**config.mk**
```make
export PLATFORM = sky130hd
export DESIGN_NAME = wwdt_core_flat
export DESIGN_NICKNAME = d
export VERILOG_FILES = /design/src/wwdt_pkg.sv /design/src/wwdt_link_if.sv /design/src/wwdt_core.sv /design/src/flat_wrapper.sv
export SDC_FILE = /design/constraint.sdc
export NUM_CORES = 1
export LEC_CHECK = 0
export ABC_AREA = 1
export BUFFER_PORTS_ARGS = -buffer_cell sky130_fd_sc_hd__buf_2
export CAP_MARGIN = 20
export CORE_ASPECT_RATIO = 2
export CORE_MARGIN = 2
export CORE_UTILIZATION = 40
export CTS_CLUSTER_DIAMETER = 40
export CTS_CLUSTER_SIZE = 30
export DETAILED_ROUTE_END_ITERATION = 8
export HOLD_SLACK_MARGIN = 0.02
export PLACE_DENSITY = 0.71
export SETUP_SLACK_MARGIN = 0.1
export SYNTH_ARGS = -nofsm -noshare
export SYNTH_HDL_FRONTEND = slang
export SYNTH_SLANG_ARGS = --single-unit
```
**constraint.sdc**
```tcl
create_clock -name pclk -period 3.8 [get_ports pclk]
set_clock_uncertainty 0.05 [all_clocks]
set_input_delay 0.38 -clock pclk [delete_from_list [all_inputs] [get_ports pclk]]
set_output_delay 0.38 -clock pclk [all_outputs]
set_load 0.02 [all_outputs]
```
**src/wwdt_pkg.sv**
```systemverilog
// windowed watchdog constants, field layouts and shared types
package wwdt_pkg;
    // clock and timing
    localparam int unsigned PCLK_PERIOD_NS    = 10;
    localparam int unsigned CLK_SWITCH_NS     = 200;
    localparam int unsigned CLK_SWITCH_CYCLES = (CLK_SWITCH_NS + PCLK_PERIOD_NS - 1) / PCLK_PERIOD_NS;
    localparam int unsigned SW_CNT_W          = 8;
    // config word field positions
    localparam int unsigned CFG_W          = 8;
    localparam int unsigned CFG_POST_LSB   = 0;
    localparam int unsigned CFG_POST_W     = 4;
    localparam int unsigned CFG_PRE_BIT    = 4;
    localparam int unsigned CFG_WINDOW_DISABLE_BIT = 6;
    localparam int unsigned CFG_FEN_BIT    = 7;
    // prescaler: 5 bit (div 32) or 7 bit (div 128)
    localparam int unsigned PRE_W          = 7;
    localparam logic [2:0]  PRE_BITS_SHORT = 3'h5;
    localparam logic [2:0]  PRE_BITS_LONG  = 3'h7;
    localparam logic [6:0]  PRE_LAST_SHORT = 7'h1F;
    localparam logic [6:0]  PRE_LAST_LONG  = 7'h7F;
    // postscaler: 16 ratios 1:1 .. 1:32768
    localparam int unsigned POST_W         = 15;
    localparam int unsigned PROG_W         = 23;
    localparam int unsigned CMP_W          = 26;
    // core register byte offsets
    localparam logic [11:0] CTRL_OFF       = 12'h000;
    localparam logic [11:0] RESET_CONTROL_REG_OFF       = 12'h004;
    // control register bits (write one to act; bits 8 and 9 are read-only status)
    localparam int unsigned CTRL_CLR_BIT   = 0;
    localparam int unsigned CTRL_SLEEP_BIT = 1;
    localparam int unsigned CTRL_IDLE_BIT  = 2;
    localparam int unsigned CTRL_EXIT_BIT  = 3;
    localparam int unsigned CTRL_OSW_BIT   = 4;
    localparam int unsigned CTRL_ASLP_BIT  = 8;
    localparam int unsigned CTRL_BUSY_BIT  = 9;
    // reset control register bits
    localparam int unsigned RESET_CONTROL_REG_WRST_BIT  = 1;
    localparam int unsigned RESET_CONTROL_REG_IDLE_BIT  = 2;
    localparam int unsigned RESET_CONTROL_REG_SLEEP_BIT = 3;
    localparam int unsigned RESET_CONTROL_REG_TIMEOUT_FLAG_BIT  = 4;
    localparam int unsigned RESET_CONTROL_REG_SWEN_BIT  = 5;
    localparam logic [31:0] RESET_CONTROL_REG_RESET     = 32'h0000_0000;
    // power mode of the device
    typedef enum logic [1:0] {
        WWDT_RUN   = 2'b00,
        WWDT_SLEEP = 2'b01,
        WWDT_IDLE  = 2'b10
    } wwdt_mode_t;
    // closed part of the period, in eighths, per window setting
    function automatic logic [3:0] wwdt_closed_eighths(input logic [1:0] sel);
        case (sel)
            2'h0:    wwdt_closed_eighths = 4'h6;
            2'h1:    wwdt_closed_eighths = 4'h5;
            2'h2:    wwdt_closed_eighths = 4'h4;
            default: wwdt_closed_eighths = 4'h2;
        endcase
    endfunction
endpackage

```
**src/wwdt_link_if.sv**
```systemverilog
// link between the watchdog and the processor core
`timescale 1ns/1ps
interface wwdt_link_if;
    logic clear_pulse;      // core: clear instruction executed
    logic ps_enter;         // core: power-save instruction executed
    logic ps_idle;          // core: with ps_enter, idle rather than sleep
    logic ps_exit;          // core: left power save by other cause
    logic switch_done;      // core: clock switch completed
    logic soft_enable;      // core: software enable level
    logic wake;             // watchdog: time-out wake from power save
    logic reset_req;        // watchdog: device reset request
    logic timeout;          // watchdog: time-out event
    modport dev  (input clear_pulse, ps_enter, ps_idle, ps_exit, switch_done, soft_enable,
                  output wake, reset_req, timeout);
    modport core (output clear_pulse, ps_enter, ps_idle, ps_exit, switch_done, soft_enable,
                  input wake, reset_req, timeout);
endinterface

```
**src/wwdt_core.sv**
```systemverilog
// processor core end: apb registers, clear and power-save commands
`timescale 1ns/1ps
module wwdt_core import wwdt_pkg::*; (
    input  wire logic        pclk,
    input  wire logic        presetn,
    input  wire logic        ce,
    input  wire logic        psel,
    input  wire logic        penable,
    input  wire logic        pwrite,
    input  wire logic [11:0] paddr,
    input  wire logic [31:0] pwdata,
    output logic      [31:0] prdata,
    output logic             pready,
    output logic             pslverr,
    input  wire logic        fail_safe_switch,
    wwdt_link_if.core        lk,
    output logic             core_reset
);
    // all state of the core end
    typedef struct packed {
        logic                soft_en;  // soft enable bit
        logic                timeout_flag;     // time-out flag
        logic                slp;      // sleep status
        logic                idl;      // idle status
        logic                wrst;     // watchdog reset seen
        logic                asleep;   // core in power save
        logic                busy;     // clock switch running
        logic [SW_CNT_W-1:0] cnt;      // clock switch countdown
        logic                clr;      // clear pulse
        logic                pse;      // entry pulse
        logic                pse_idle; // entry is idle
        logic                psx;      // exit pulse
        logic                csd;      // switch done pulse
        logic                rst;      // core reset pulse
        logic                rdy;      // apb ready
        logic                err;      // apb error
        logic [31:0]         rdata;    // apb read data
    } wwdt_core_t;

    wwdt_core_t s;
    wwdt_core_t next_s;
    logic       wr;                    // write takes effect
    logic       hit;                   // mapped address
    logic [31:0] reset_control_reg_word;            // reset control view

    // next-state logic
    always_comb begin
        next_s          = s;
        next_s.clr      = 1'b0;
        next_s.pse      = 1'b0;
        next_s.psx      = 1'b0;
        next_s.csd      = 1'b0;
        next_s.rst      = 1'b0;
        hit             = (paddr == CTRL_OFF) || (paddr == RESET_CONTROL_REG_OFF);
        wr              = psel & penable & s.rdy & pwrite & hit;
        reset_control_reg_word       = RESET_CONTROL_REG_RESET;
        reset_control_reg_word[RESET_CONTROL_REG_SWEN_BIT]  = s.soft_en;
        reset_control_reg_word[RESET_CONTROL_REG_TIMEOUT_FLAG_BIT]  = s.timeout_flag;
        reset_control_reg_word[RESET_CONTROL_REG_SLEEP_BIT] = s.slp;
        reset_control_reg_word[RESET_CONTROL_REG_IDLE_BIT]  = s.idl;
        reset_control_reg_word[RESET_CONTROL_REG_WRST_BIT]  = s.wrst;

        // apb answer in the first access cycle
        next_s.rdy   = psel & ~penable;
        next_s.err   = psel & ~penable & ~hit;
        next_s.rdata = 32'h0000_0000;
        if (psel && !penable && !pwrite) begin
            if (paddr == RESET_CONTROL_REG_OFF) begin
                next_s.rdata = reset_control_reg_word;
            end else if (paddr == CTRL_OFF) begin
                next_s.rdata[CTRL_ASLP_BIT] = s.asleep;
                next_s.rdata[CTRL_BUSY_BIT] = s.busy;
            end
        end

        // software writes reset control bits
        if (wr && paddr == RESET_CONTROL_REG_OFF) begin
            next_s.soft_en = pwdata[RESET_CONTROL_REG_SWEN_BIT];
            next_s.timeout_flag    = pwdata[RESET_CONTROL_REG_TIMEOUT_FLAG_BIT];
            next_s.slp     = pwdata[RESET_CONTROL_REG_SLEEP_BIT];
            next_s.idl     = pwdata[RESET_CONTROL_REG_IDLE_BIT];
            next_s.wrst    = pwdata[RESET_CONTROL_REG_WRST_BIT];
        end

        // command register
        if (wr && paddr == CTRL_OFF) begin
            if (pwdata[CTRL_CLR_BIT] && !s.asleep) begin
                next_s.clr = 1'b1;
            end
            if ((pwdata[CTRL_SLEEP_BIT] || pwdata[CTRL_IDLE_BIT]) && !s.asleep) begin
                next_s.pse      = 1'b1;
                next_s.pse_idle = pwdata[CTRL_IDLE_BIT];
                next_s.asleep   = 1'b1;
                next_s.idl      = pwdata[CTRL_IDLE_BIT];
                next_s.slp      = ~pwdata[CTRL_IDLE_BIT];
            end
            if (pwdata[CTRL_EXIT_BIT] && s.asleep) begin
                next_s.psx    = 1'b1;
                next_s.asleep = 1'b0;
            end
            if (pwdata[CTRL_OSW_BIT] && !s.busy) begin
                next_s.busy = 1'b1;
                next_s.cnt  = SW_CNT_W'(CLK_SWITCH_CYCLES - 1);
            end
        end

        // clock switch countdown, or fail-safe switch
        if (s.busy) begin
            if (s.cnt == '0) begin
                next_s.busy = 1'b0;
                next_s.csd  = 1'b1;
            end else begin
                next_s.cnt = s.cnt - 1'b1;
            end
        end
        if (fail_safe_switch) begin
            next_s.csd = 1'b1;
        end

        // watchdog wake resumes execution
        if (lk.wake) begin
            next_s.asleep = 1'b0;
        end

        // hardware set wins over software clear
        if (lk.timeout) begin
            next_s.timeout_flag = 1'b1;
        end

        // watchdog reset: core restarts
        if (lk.reset_req) begin
            next_s.soft_en = 1'b0;
            next_s.asleep  = 1'b0;
            next_s.busy    = 1'b0;
            next_s.wrst    = 1'b1;
            next_s.rst     = 1'b1;
        end
    end

    // state register, frozen while ce low
    always_ff @(posedge pclk or negedge presetn) begin
        if (!presetn) begin
            s <= '0;
        end else if (ce) begin
            s <= next_s;
        end
    end

    // outputs straight from flops
    assign prdata         = s.rdata;
    assign pready         = s.rdy;
    assign pslverr        = s.err;
    assign core_reset     = s.rst;
    assign lk.clear_pulse = s.clr;
    assign lk.ps_enter    = s.pse;
    assign lk.ps_idle     = s.pse_idle;
    assign lk.ps_exit     = s.psx;
    assign lk.switch_done = s.csd;
    assign lk.soft_enable = s.soft_en;
endmodule

```
**src/flat_wrapper.sv**
```systemverilog
// flat-port wrapper written by rule: the top's interface ports become plain ports
module wwdt_core_flat import wwdt_pkg::*;
  (pclk, presetn, ce, psel, penable, pwrite, paddr, pwdata, prdata, pready, pslverr, fail_safe_switch, core_reset, lk_clear_pulse, lk_ps_enter, lk_ps_idle, lk_ps_exit, lk_switch_done, lk_soft_enable, lk_wake, lk_reset_req, lk_timeout);
  wwdt_link_if lk_i ();
  input  wire logic pclk;
  input  wire logic presetn;
  input  wire logic ce;
  input  wire logic psel;
  input  wire logic penable;
  input  wire logic pwrite;
  input  wire logic [11:0] paddr;
  input  wire logic [31:0] pwdata;
  output logic      [31:0] prdata;
  output logic pready;
  output logic pslverr;
  input  wire logic fail_safe_switch;
  output logic core_reset;
  output wire logic [$bits(lk_i.clear_pulse)-1:0] lk_clear_pulse;
  output wire logic [$bits(lk_i.ps_enter)-1:0] lk_ps_enter;
  output wire logic [$bits(lk_i.ps_idle)-1:0] lk_ps_idle;
  output wire logic [$bits(lk_i.ps_exit)-1:0] lk_ps_exit;
  output wire logic [$bits(lk_i.switch_done)-1:0] lk_switch_done;
  output wire logic [$bits(lk_i.soft_enable)-1:0] lk_soft_enable;
  input wire logic [$bits(lk_i.wake)-1:0] lk_wake;
  input wire logic [$bits(lk_i.reset_req)-1:0] lk_reset_req;
  input wire logic [$bits(lk_i.timeout)-1:0] lk_timeout;
  assign lk_clear_pulse = lk_i.clear_pulse;
  assign lk_ps_enter = lk_i.ps_enter;
  assign lk_ps_idle = lk_i.ps_idle;
  assign lk_ps_exit = lk_i.ps_exit;
  assign lk_switch_done = lk_i.switch_done;
  assign lk_soft_enable = lk_i.soft_enable;
  assign lk_i.wake = lk_wake;
  assign lk_i.reset_req = lk_reset_req;
  assign lk_i.timeout = lk_timeout;
  wwdt_core u_core (.pclk(pclk), .presetn(presetn), .ce(ce), .psel(psel), .penable(penable), .pwrite(pwrite), .paddr(paddr), .pwdata(pwdata), .prdata(prdata), .pready(pready), .pslverr(pslverr), .fail_safe_switch(fail_safe_switch), .lk(lk_i), .core_reset(core_reset));
endmodule
```
==> results of run 1 <==
[final cells by class]
cell class | instances | area share [%]
Clock buffer | 7 | 4.08
Clock inverter | 1 | 0.237
Inverter | 22 | 3.90
Multi-Input combinational cell | 176 | 42.9
Sequential cell | 30 | 35.5
Tap cell | 55 | 3.25
Timing Repair Buffer | 43 | 10.2
[path summary, 6_finish.rpt]
kind,startpoint,endpoint,depth (start not counted)
max,ce,u_core.s[44],6
min,presetn,u_core.lk.switch_done,1
max reg2reg,u_core.s[40],u_core.s[44],8
min reg2reg,u_core.lk.ps_enter,u_core.lk.ps_enter,2
max in group asynchronous,presetn,u_core.prdata[4],1
min in group pclk,lk_timeout,u_core.reset_control_reg_word[4],3
[power by group]
group	internal (µW)	leakage [µW]	total, µW	switching [µW]
Combinational	33.0	0.000760	111	78.0
Clock	146	0.0000482	259	113
Sequential	335	0.000385	346	11.7
Total	513	0.00119	716	203
[registers in the layout (all words and copies together), names as in the netlist]
name,cells
u_core.core_reset,1
u_core.lk.ps_exit,1
u_core.lk.ps_enter,1
u_core.reset_control_reg_word,4
u_core.lk.switch_done,1
u_core.lk.ps_idle,1
u_core.prdata,7
u_core.s,10
u_core.pready,1
u_core.pslverr,1
u_core.lk.soft_enable,1
u_core.lk.clear_pulse,1
[per-stage QoR]
step | power [µW] | instances
2_1_floorplan | 447 | 264
3_3_place_gp | 461 | 326
3_5_place_dp | 464 | 326
4_1_cts | 727 | 334
5_1_grt | 760 | 334
6_report | 716 | 334
[per-layer routing]
| layer | part of all wire, % | vias up | routed length [µm] | GRT usage (%) |
|---|---|---|---|---|
| met2 | 57 | 53 | 2200 | 31.5 |
| met5 | 0 | - | 0 | 0 |
| met4 | 1.9 | 0 | 74 | 7.69 |
| met3 | 4.3 | 6 | 165 | 1.75 |
| met1 | 36 | 714 | 1400 | 17.7 |
| li1 | - | 781 | - | - |
[cells in the mapped netlist (2+ instances only)]
cell and count:
inv_1 20, a21oi_1 2, nor2_2 3, nor2_8 2, xor2_1 2, nand2_1 58, o21ai_1 4, buf_2 3
nand2_4 3, nor2_1 22, nand3_1 20, xnor2_1 3, dfrtp_1 30, o31ai_1 2, nor2_4 2, buf_4 32
nand4_1 5, o21ai_0 9, inv_2 2, nand2_2 3, nand3_2 3
[cell families after synthesis]
| logic type | Yosys count | share of synthesized area, % |
|---|---|---|
| flip-flops | 30 | 39.1 |
| adder cells (fa/ha/maj) | 1 | 0.652 |
| AND/OR/NAND/NOR | 126 | 34.0 |
| buffers and inverters | 58 | 18.3 |
| XOR/XNOR | 5 | 2.28 |
| other | 1 | 0.195 |
| AO/OA/AOI/OAI | 19 | 5.48 |
[worst max-delay path: stages]
cell and delay (ns):
buf_2 0.33, inv_1 0.43, nor2_2 0.33, inv_2 0.09
nor2_1 0.10, a21oi_1 0.05
==> qor.yml, run 1 <==
grt_pass1_wl_um: 6660
netlist_instances: 240
synth_cell_types: 31
hold_ws_ns: 0.0791
vias: 1554
postCtsSetupBuffers: 0
yosys_warnings: 0
die_area_um2: 5400
path_class: "primary input to flip-flop"
regArea_um2: 751
start_kind: "primary input"
syn2layout_area_growth_pct: 10.2
slew_headroom_pct: 53.6
setup_tns_ns: 0
synthTopCellsByArea: "dfrtp_1, buf_4, nand2_1"
stdcell_area_um2: 2120
power_density_nw_per_um2: 339
post_drt_wl_per_cell_um: 11.5
routed_wl_um: 3830
finish.utilization_pct: 46.0
timing.final.ws_setup_ns: 2.20
cts_htree_levels: 2
fillers: 475
worstMarginPinSlew_ns: 0.695
hold_path_class: "primary input to asynchronous set/reset pin"
io_buffer_count: 43
diodes: 0
first_global_vias: 1500
cts_buffer_depth: 2
grt.overflow.total: 0
period_needed_ns: 1.60
cts.hold.buffers_added: 0
dp_worst_setup_slack_ns: 1.89
synth_largest_area_cell: "dfrtp_1"
synth_area_um2: 1920
final_common_cell: "nand2_1"
clock-root-buffer: "clkbuf_8"
fin_nets: 333
synth_edf_count: 0
synth_top_area_share_pct: 39.1
dpl_cell_area_um2: 2020
io-pin-count: 95
worstSetupEndpointType: "flip-flop"
status: "completed"
avgSynthCellArea_um2: 8.00
multiInputGateArea_um2: 907
cp_max_fo: 23
setup_viol: 0
rsz0062_at_grt: "false"
clk_pin_slew_ns: 0.06
gp_congestion: 0.806
cts_tree: "yes"
slew_violations: 0
antenna_left: 0
leakage_uw: 0.00119
core_um2: 4600
tritoncts.num_buffers: 5
die_w_um: 53.0
fin_crit_sh_pct: 42.2
drt_iter0_drc: 28
via_per_inst: 4.65
antenna_found_initial: 0
initial_core_util_pct: 41.7
irDropWorstVdd_v: 0.000255
track_usage_pct: 16.7
r2r_slack_ns: 2.27
dpl.hpwl_um: 3120
clk_latency_ns: 0.27
drive_gt1_share_pct: 25.4
grt_max_degree: 31
die_h_um: 102
layout_common_cells: "nand2_1, buf_2, dfrtp_1"
ys.flop_type: "dfrtp_1"
num_rows: 35
worst_ep_required_time_ns: 3.91
cts_sinks: 30
hold_violations: 0
max_freq_mhz: 624
post-route-drc-count: 0
cts_resized: 0
synth-seq-cells: 30
crit_arrival_ns: 1.71
drt_pass1_iterations: 4
yosysSeqAreaShare_pct: 39.1
cap_violations: 0
synthArstFlopShare_pct: 100
Power figures use the tool's default switching activity.
==> run 2: changes to the inputs <==
--- a/config.mk
+++ b/config.mk
@@ -5,7 +5,7 @@
 export SDC_FILE = /design/constraint.sdc
 export NUM_CORES = 1
 export LEC_CHECK = 0
-export ABC_AREA = 1
+export ABC_AREA = 0
 export BUFFER_PORTS_ARGS = -buffer_cell sky130_fd_sc_hd__buf_2
 export CAP_MARGIN = 20
 export CORE_ASPECT_RATIO = 2
@@ -15,7 +15,7 @@
 export CTS_CLUSTER_SIZE = 30
 export DETAILED_ROUTE_END_ITERATION = 8
 export HOLD_SLACK_MARGIN = 0.02
-export PLACE_DENSITY = 0.71
+export PLACE_DENSITY = 0.73
 export SETUP_SLACK_MARGIN = 0.1
 export SYNTH_ARGS = -nofsm -noshare
 export SYNTH_HDL_FRONTEND = slang
==> constraint.sdc (replaced) <==
create_clock -name pclk -period 1.65 [get_ports pclk]
set_clock_uncertainty 0.05 [all_clocks]
set_input_delay 0.165 -clock pclk [delete_from_list [all_inputs] [get_ports pclk]]
set_output_delay 0.165 -clock pclk [all_outputs]
set_load 0.02 [all_outputs]
==> run 2 against run 1 <==
The run now ends with negative setup slack left. Sequential share of layout area down 2.6 points. Highest routed layer unchanged. Largest cell class unchanged. Critical endpoint is now u_core.s[47]. Critical path type is now flip-flop to flip-flop. Combinational power rose to 6.8 times the previous value. Wire length up 7.1%. Non-clock buffer count up 34.
==> qor.yml, run 2 <==
dpl.hpwl_um: 3220  # was 3120 µm
p_seq_share_pct: 34.7  # was 48.3%
cts_buffer_depth: 2  # unchanged
status: "finished, violations left"  # was completed
period_needed_ns: 1.90
path_class: "flip-flop to flip-flop"  # was primary input to flip-flop
synth_cell_types: 40  # was 31
dp_worst_setup_slack_ns: -0.234  # was 1.89 ns
initial_core_util_pct: 42.0  # was 41.7%
first_global_vias: 1551  # was 1500
synth_largest_area_cell: "dfrtp_1"  # unchanged
cts_sinks: 30  # unchanged
gp_congestion: 0.847  # was 0.806
synth_xor_area_share_pct: 0.505  # was 2.28%
slew_violations: 0  # unchanged
avgSynthCellArea_um2: 9.54  # was 8.00 µm²
dpl_cell_area_um2: 2070  # was 2020 µm²
grt.overflow.total: 0  # unchanged
failed_checks: "negative setup slack"
cts_htree_levels: 2  # unchanged
netlist_instances: 182  # was 240
hold_path_class: "primary input to flip-flop"  # was primary input to asynchronous set/reset pin
antenna_left: 0  # unchanged
ys.flop_type: "dfrtp_1"  # unchanged
synth_edf_count: 0  # unchanged
crit_arrival_ns: 2.03  # was 1.71 ns
max_freq_mhz: 526
multiInputGateArea_um2: 812  # was 907 µm²
leakage_uw: 0.00117  # was 0.00119 µW
power_density_nw_per_um2: 1130  # was 339 nW/µm²
clk_latency_ns: 0.28  # was 0.27 ns
setup_viol: 10  # was 0
setup_tns_ns: -1.98  # was 0 ns
yosys_warnings: 0  # unchanged
syn2layout_area_growth_pct: 31.7  # was 10.2%
antenna_found_initial: 0  # unchanged
largest_reg_flops: 10  # unchanged
stdcell_area_um2: 2290  # was 2120 µm²
worst_ep_required_time_ns: 1.78  # was 3.91 ns
grt_pass1_wl_um: 6980  # was 6660 µm
top_register: "u_core.s"  # unchanged
power.share.switching_pct: 29.3  # was 28.3%
fin_nets: 308  # was 333
irDropWorstVdd_v: 0.00105  # was 0.000255 V
clkPwrFrac_pct: 36.0  # was 36.2%
rsz0062_at_grt: "true"  # was false
synthTopCellsByArea: "dfrtp_1, buf_4, a22o_1"  # was dfrtp_1, buf_4, nand2_1
clock-root-buffer: "clkbuf_8"  # unchanged
yosys.cell_count.top_type: "buf_4"  # was nand2_1
synth_top_family_by_area: "compound AO/OA/AOI/OAI gates"  # was simple AND/OR/NAND/NOR gates
drive_gt1_share_pct: 40.2  # was 25.4%
tritoncts.num_buffers: 5  # unchanged
vias: 1534  # was 1554
cap_violations: 0  # unchanged
clk_pin_slew_ns: 0.07  # was 0.06 ns
cts_tree: "yes"  # unchanged
track_usage_pct: 18.4  # was 16.7%
combPwrFrac_pct: 29.3  # was 15.5%
fin_crit_sh_pct: 115
core_um2: 4130  # was 4600 µm²
timing.final.ws_setup_ns: -0.252  # was 2.20 ns
post-route-drc-count: 0  # unchanged
synth-seq-cells: 30  # unchanged
via_per_inst: 5.01  # was 4.65
grt_max_degree: 21  # was 31
synth_top_area_share_pct: 43.3  # was 39.1%
hold_path.startpoint: "lk_timeout"
die_area_um2: 4910  # was 5400 µm²
finish.utilization_pct: 55.4  # was 46.0%
netlist_top_cells_count: "buf_4, dfrtp_1, nand2_1, nor2_1, o21ai_0"  # was nand2_1, buf_4, dfrtp_1
yosysSeqAreaShare_pct: 43.3  # was 39.1%
routed_wl_um: 4110  # was 3830 µm
drt_pass1_iterations: 5  # was 4
r2r_start: "u_core.s[41]"  # was u_core.s[40]
hold_violations: 0  # unchanged
synth_fa_ha_area_share_pct: 0.721  # was 0.652%
cp_max_fo: 5  # was 23
post_drt_wl_per_cell_um: 13.4  # was 11.5 µm
die_h_um: 97.2  # was 102 µm
num_rows: 33  # was 35
yosys-mux-area-fraction_pct: 1.15  # was 0%
diodes: 0  # unchanged
io-pin-count: 95  # unchanged
crit_start: "u_core.s[41]"  # was ce
io_buffer_count: 43  # unchanged
final_common_cell: "buf_2"  # was nand2_1
worstSetupEndpointType: "flip-flop"  # unchanged
layout_common_cells: "buf_2, buf_4, dfrtp_1"  # was nand2_1, buf_2, dfrtp_1
regArea_um2: 752  # was 751 µm²
start_kind: "flip-flop"  # was primary input
synthArstFlopShare_pct: 100  # unchanged
power.switching_uw: 754  # was 203 µW
fillers: 395  # was 475
p_int_uw: 1820  # was 513 µW
drt_iter0_drc: 28  # unchanged
synth_compound_area_share_pct: 20.5  # was 5.48%
synth_area_um2: 1740  # was 1920 µm²
yosys.area_share.simple_pct: 15.5  # was 34.0%
die_w_um: 50.6  # was 53.0 µm
run 2: cell count changes in the layout (fill, tap and decap cells not counted), moves of 4 or more:
cell       delta
nand3_1      -18
buf_4        +31
nand2_1      -43
a22o_1        +7
inv_1        -13
nor2_1        -7
o2bb2ai_1     +4
a21oi_1       +5
run 2: worst paths after layout:
check,endpoint,slack (ns),cells past startpoint
worst max-delay path,u_core.s[47],-0.25,7
worst min-delay path,u_core.reset_control_reg_word[4],0.04,3
worst max register to register,u_core.s[47],-0.25,7
worst min register to register,u_core.prdata[9],0.44,1
max in group asynchronous,u_core.prdata[2],0.76,3
min in group asynchronous,u_core.lk.switch_done,0.31,2
run 2: cell type report:
class	count	area share, %
repair buffers	77	21.0
clock buffers	6	3.61
inverters	9	1.48
well taps	52	2.85
multi-input cells	130	35.5
flip-flops and latches	30	32.9
clock inverters	2	2.63
run 2: logic make-up after synthesis:
| group | count (synthesis) |
|---|---|
| AOI/OAI and AO/OA | 48 |
| buffers and inverters | 46 |
| other | 1 |
| muxes | 2 |
| xor gates and xnor gates | 1 |
| and+or+nand+nor | 53 |
| adders and majority gates | 1 |
| DFF | 30 |
run 2: timing repair:
item | CTS | global route
buffers inserted | 1 | 3
resized for setup | 8 | 4
pin swaps | 2 | 5
endpoints found under the setup margin | 15 | 14
endpoints found under the hold margin | 18 | 0
hold buffers | 1 | 0
run 2: critical path: stages (launching register included):
cell     delay [ns]
dfrtp_1        0.39
inv_2          0.08
ha_4           0.13
or4b_4         0.50
o211a_4        0.28
a31oi_4        0.20
o21ai_1        0.10
o31ai_1        0.08
run 2: per-stage QoR:
step	power, µW	cells	hold slack, ns
2_1_floorplan	1320	206	-0.181
3_3_place_gp	1580	293	0.0906
3_5_place_dp	1590	293	0.0896
4_1_cts	2560	303	0.0413
5_1_grt	2700	306	0.0538
6_report	2570	306	0.0427
run 2: power groups by stage:
stage                     registers, µW  clock network, µW  logic (µW)
after CTS                           893                941         723
after detailed placement            904                  0         690
after floorplan                     923                  0         394
after global routing                905                965         827
final                               893                926         755
after global placement              902                  0         681
run 2: layer usage:
layer	GRT usage, %	share of wire [%]	up-vias
met5	0	0	-
met4	11.6	3.3	0
met3	2.77	4.0	11
met2	31.9	56	55
met1	20.1	37	738
li1	-	-	730
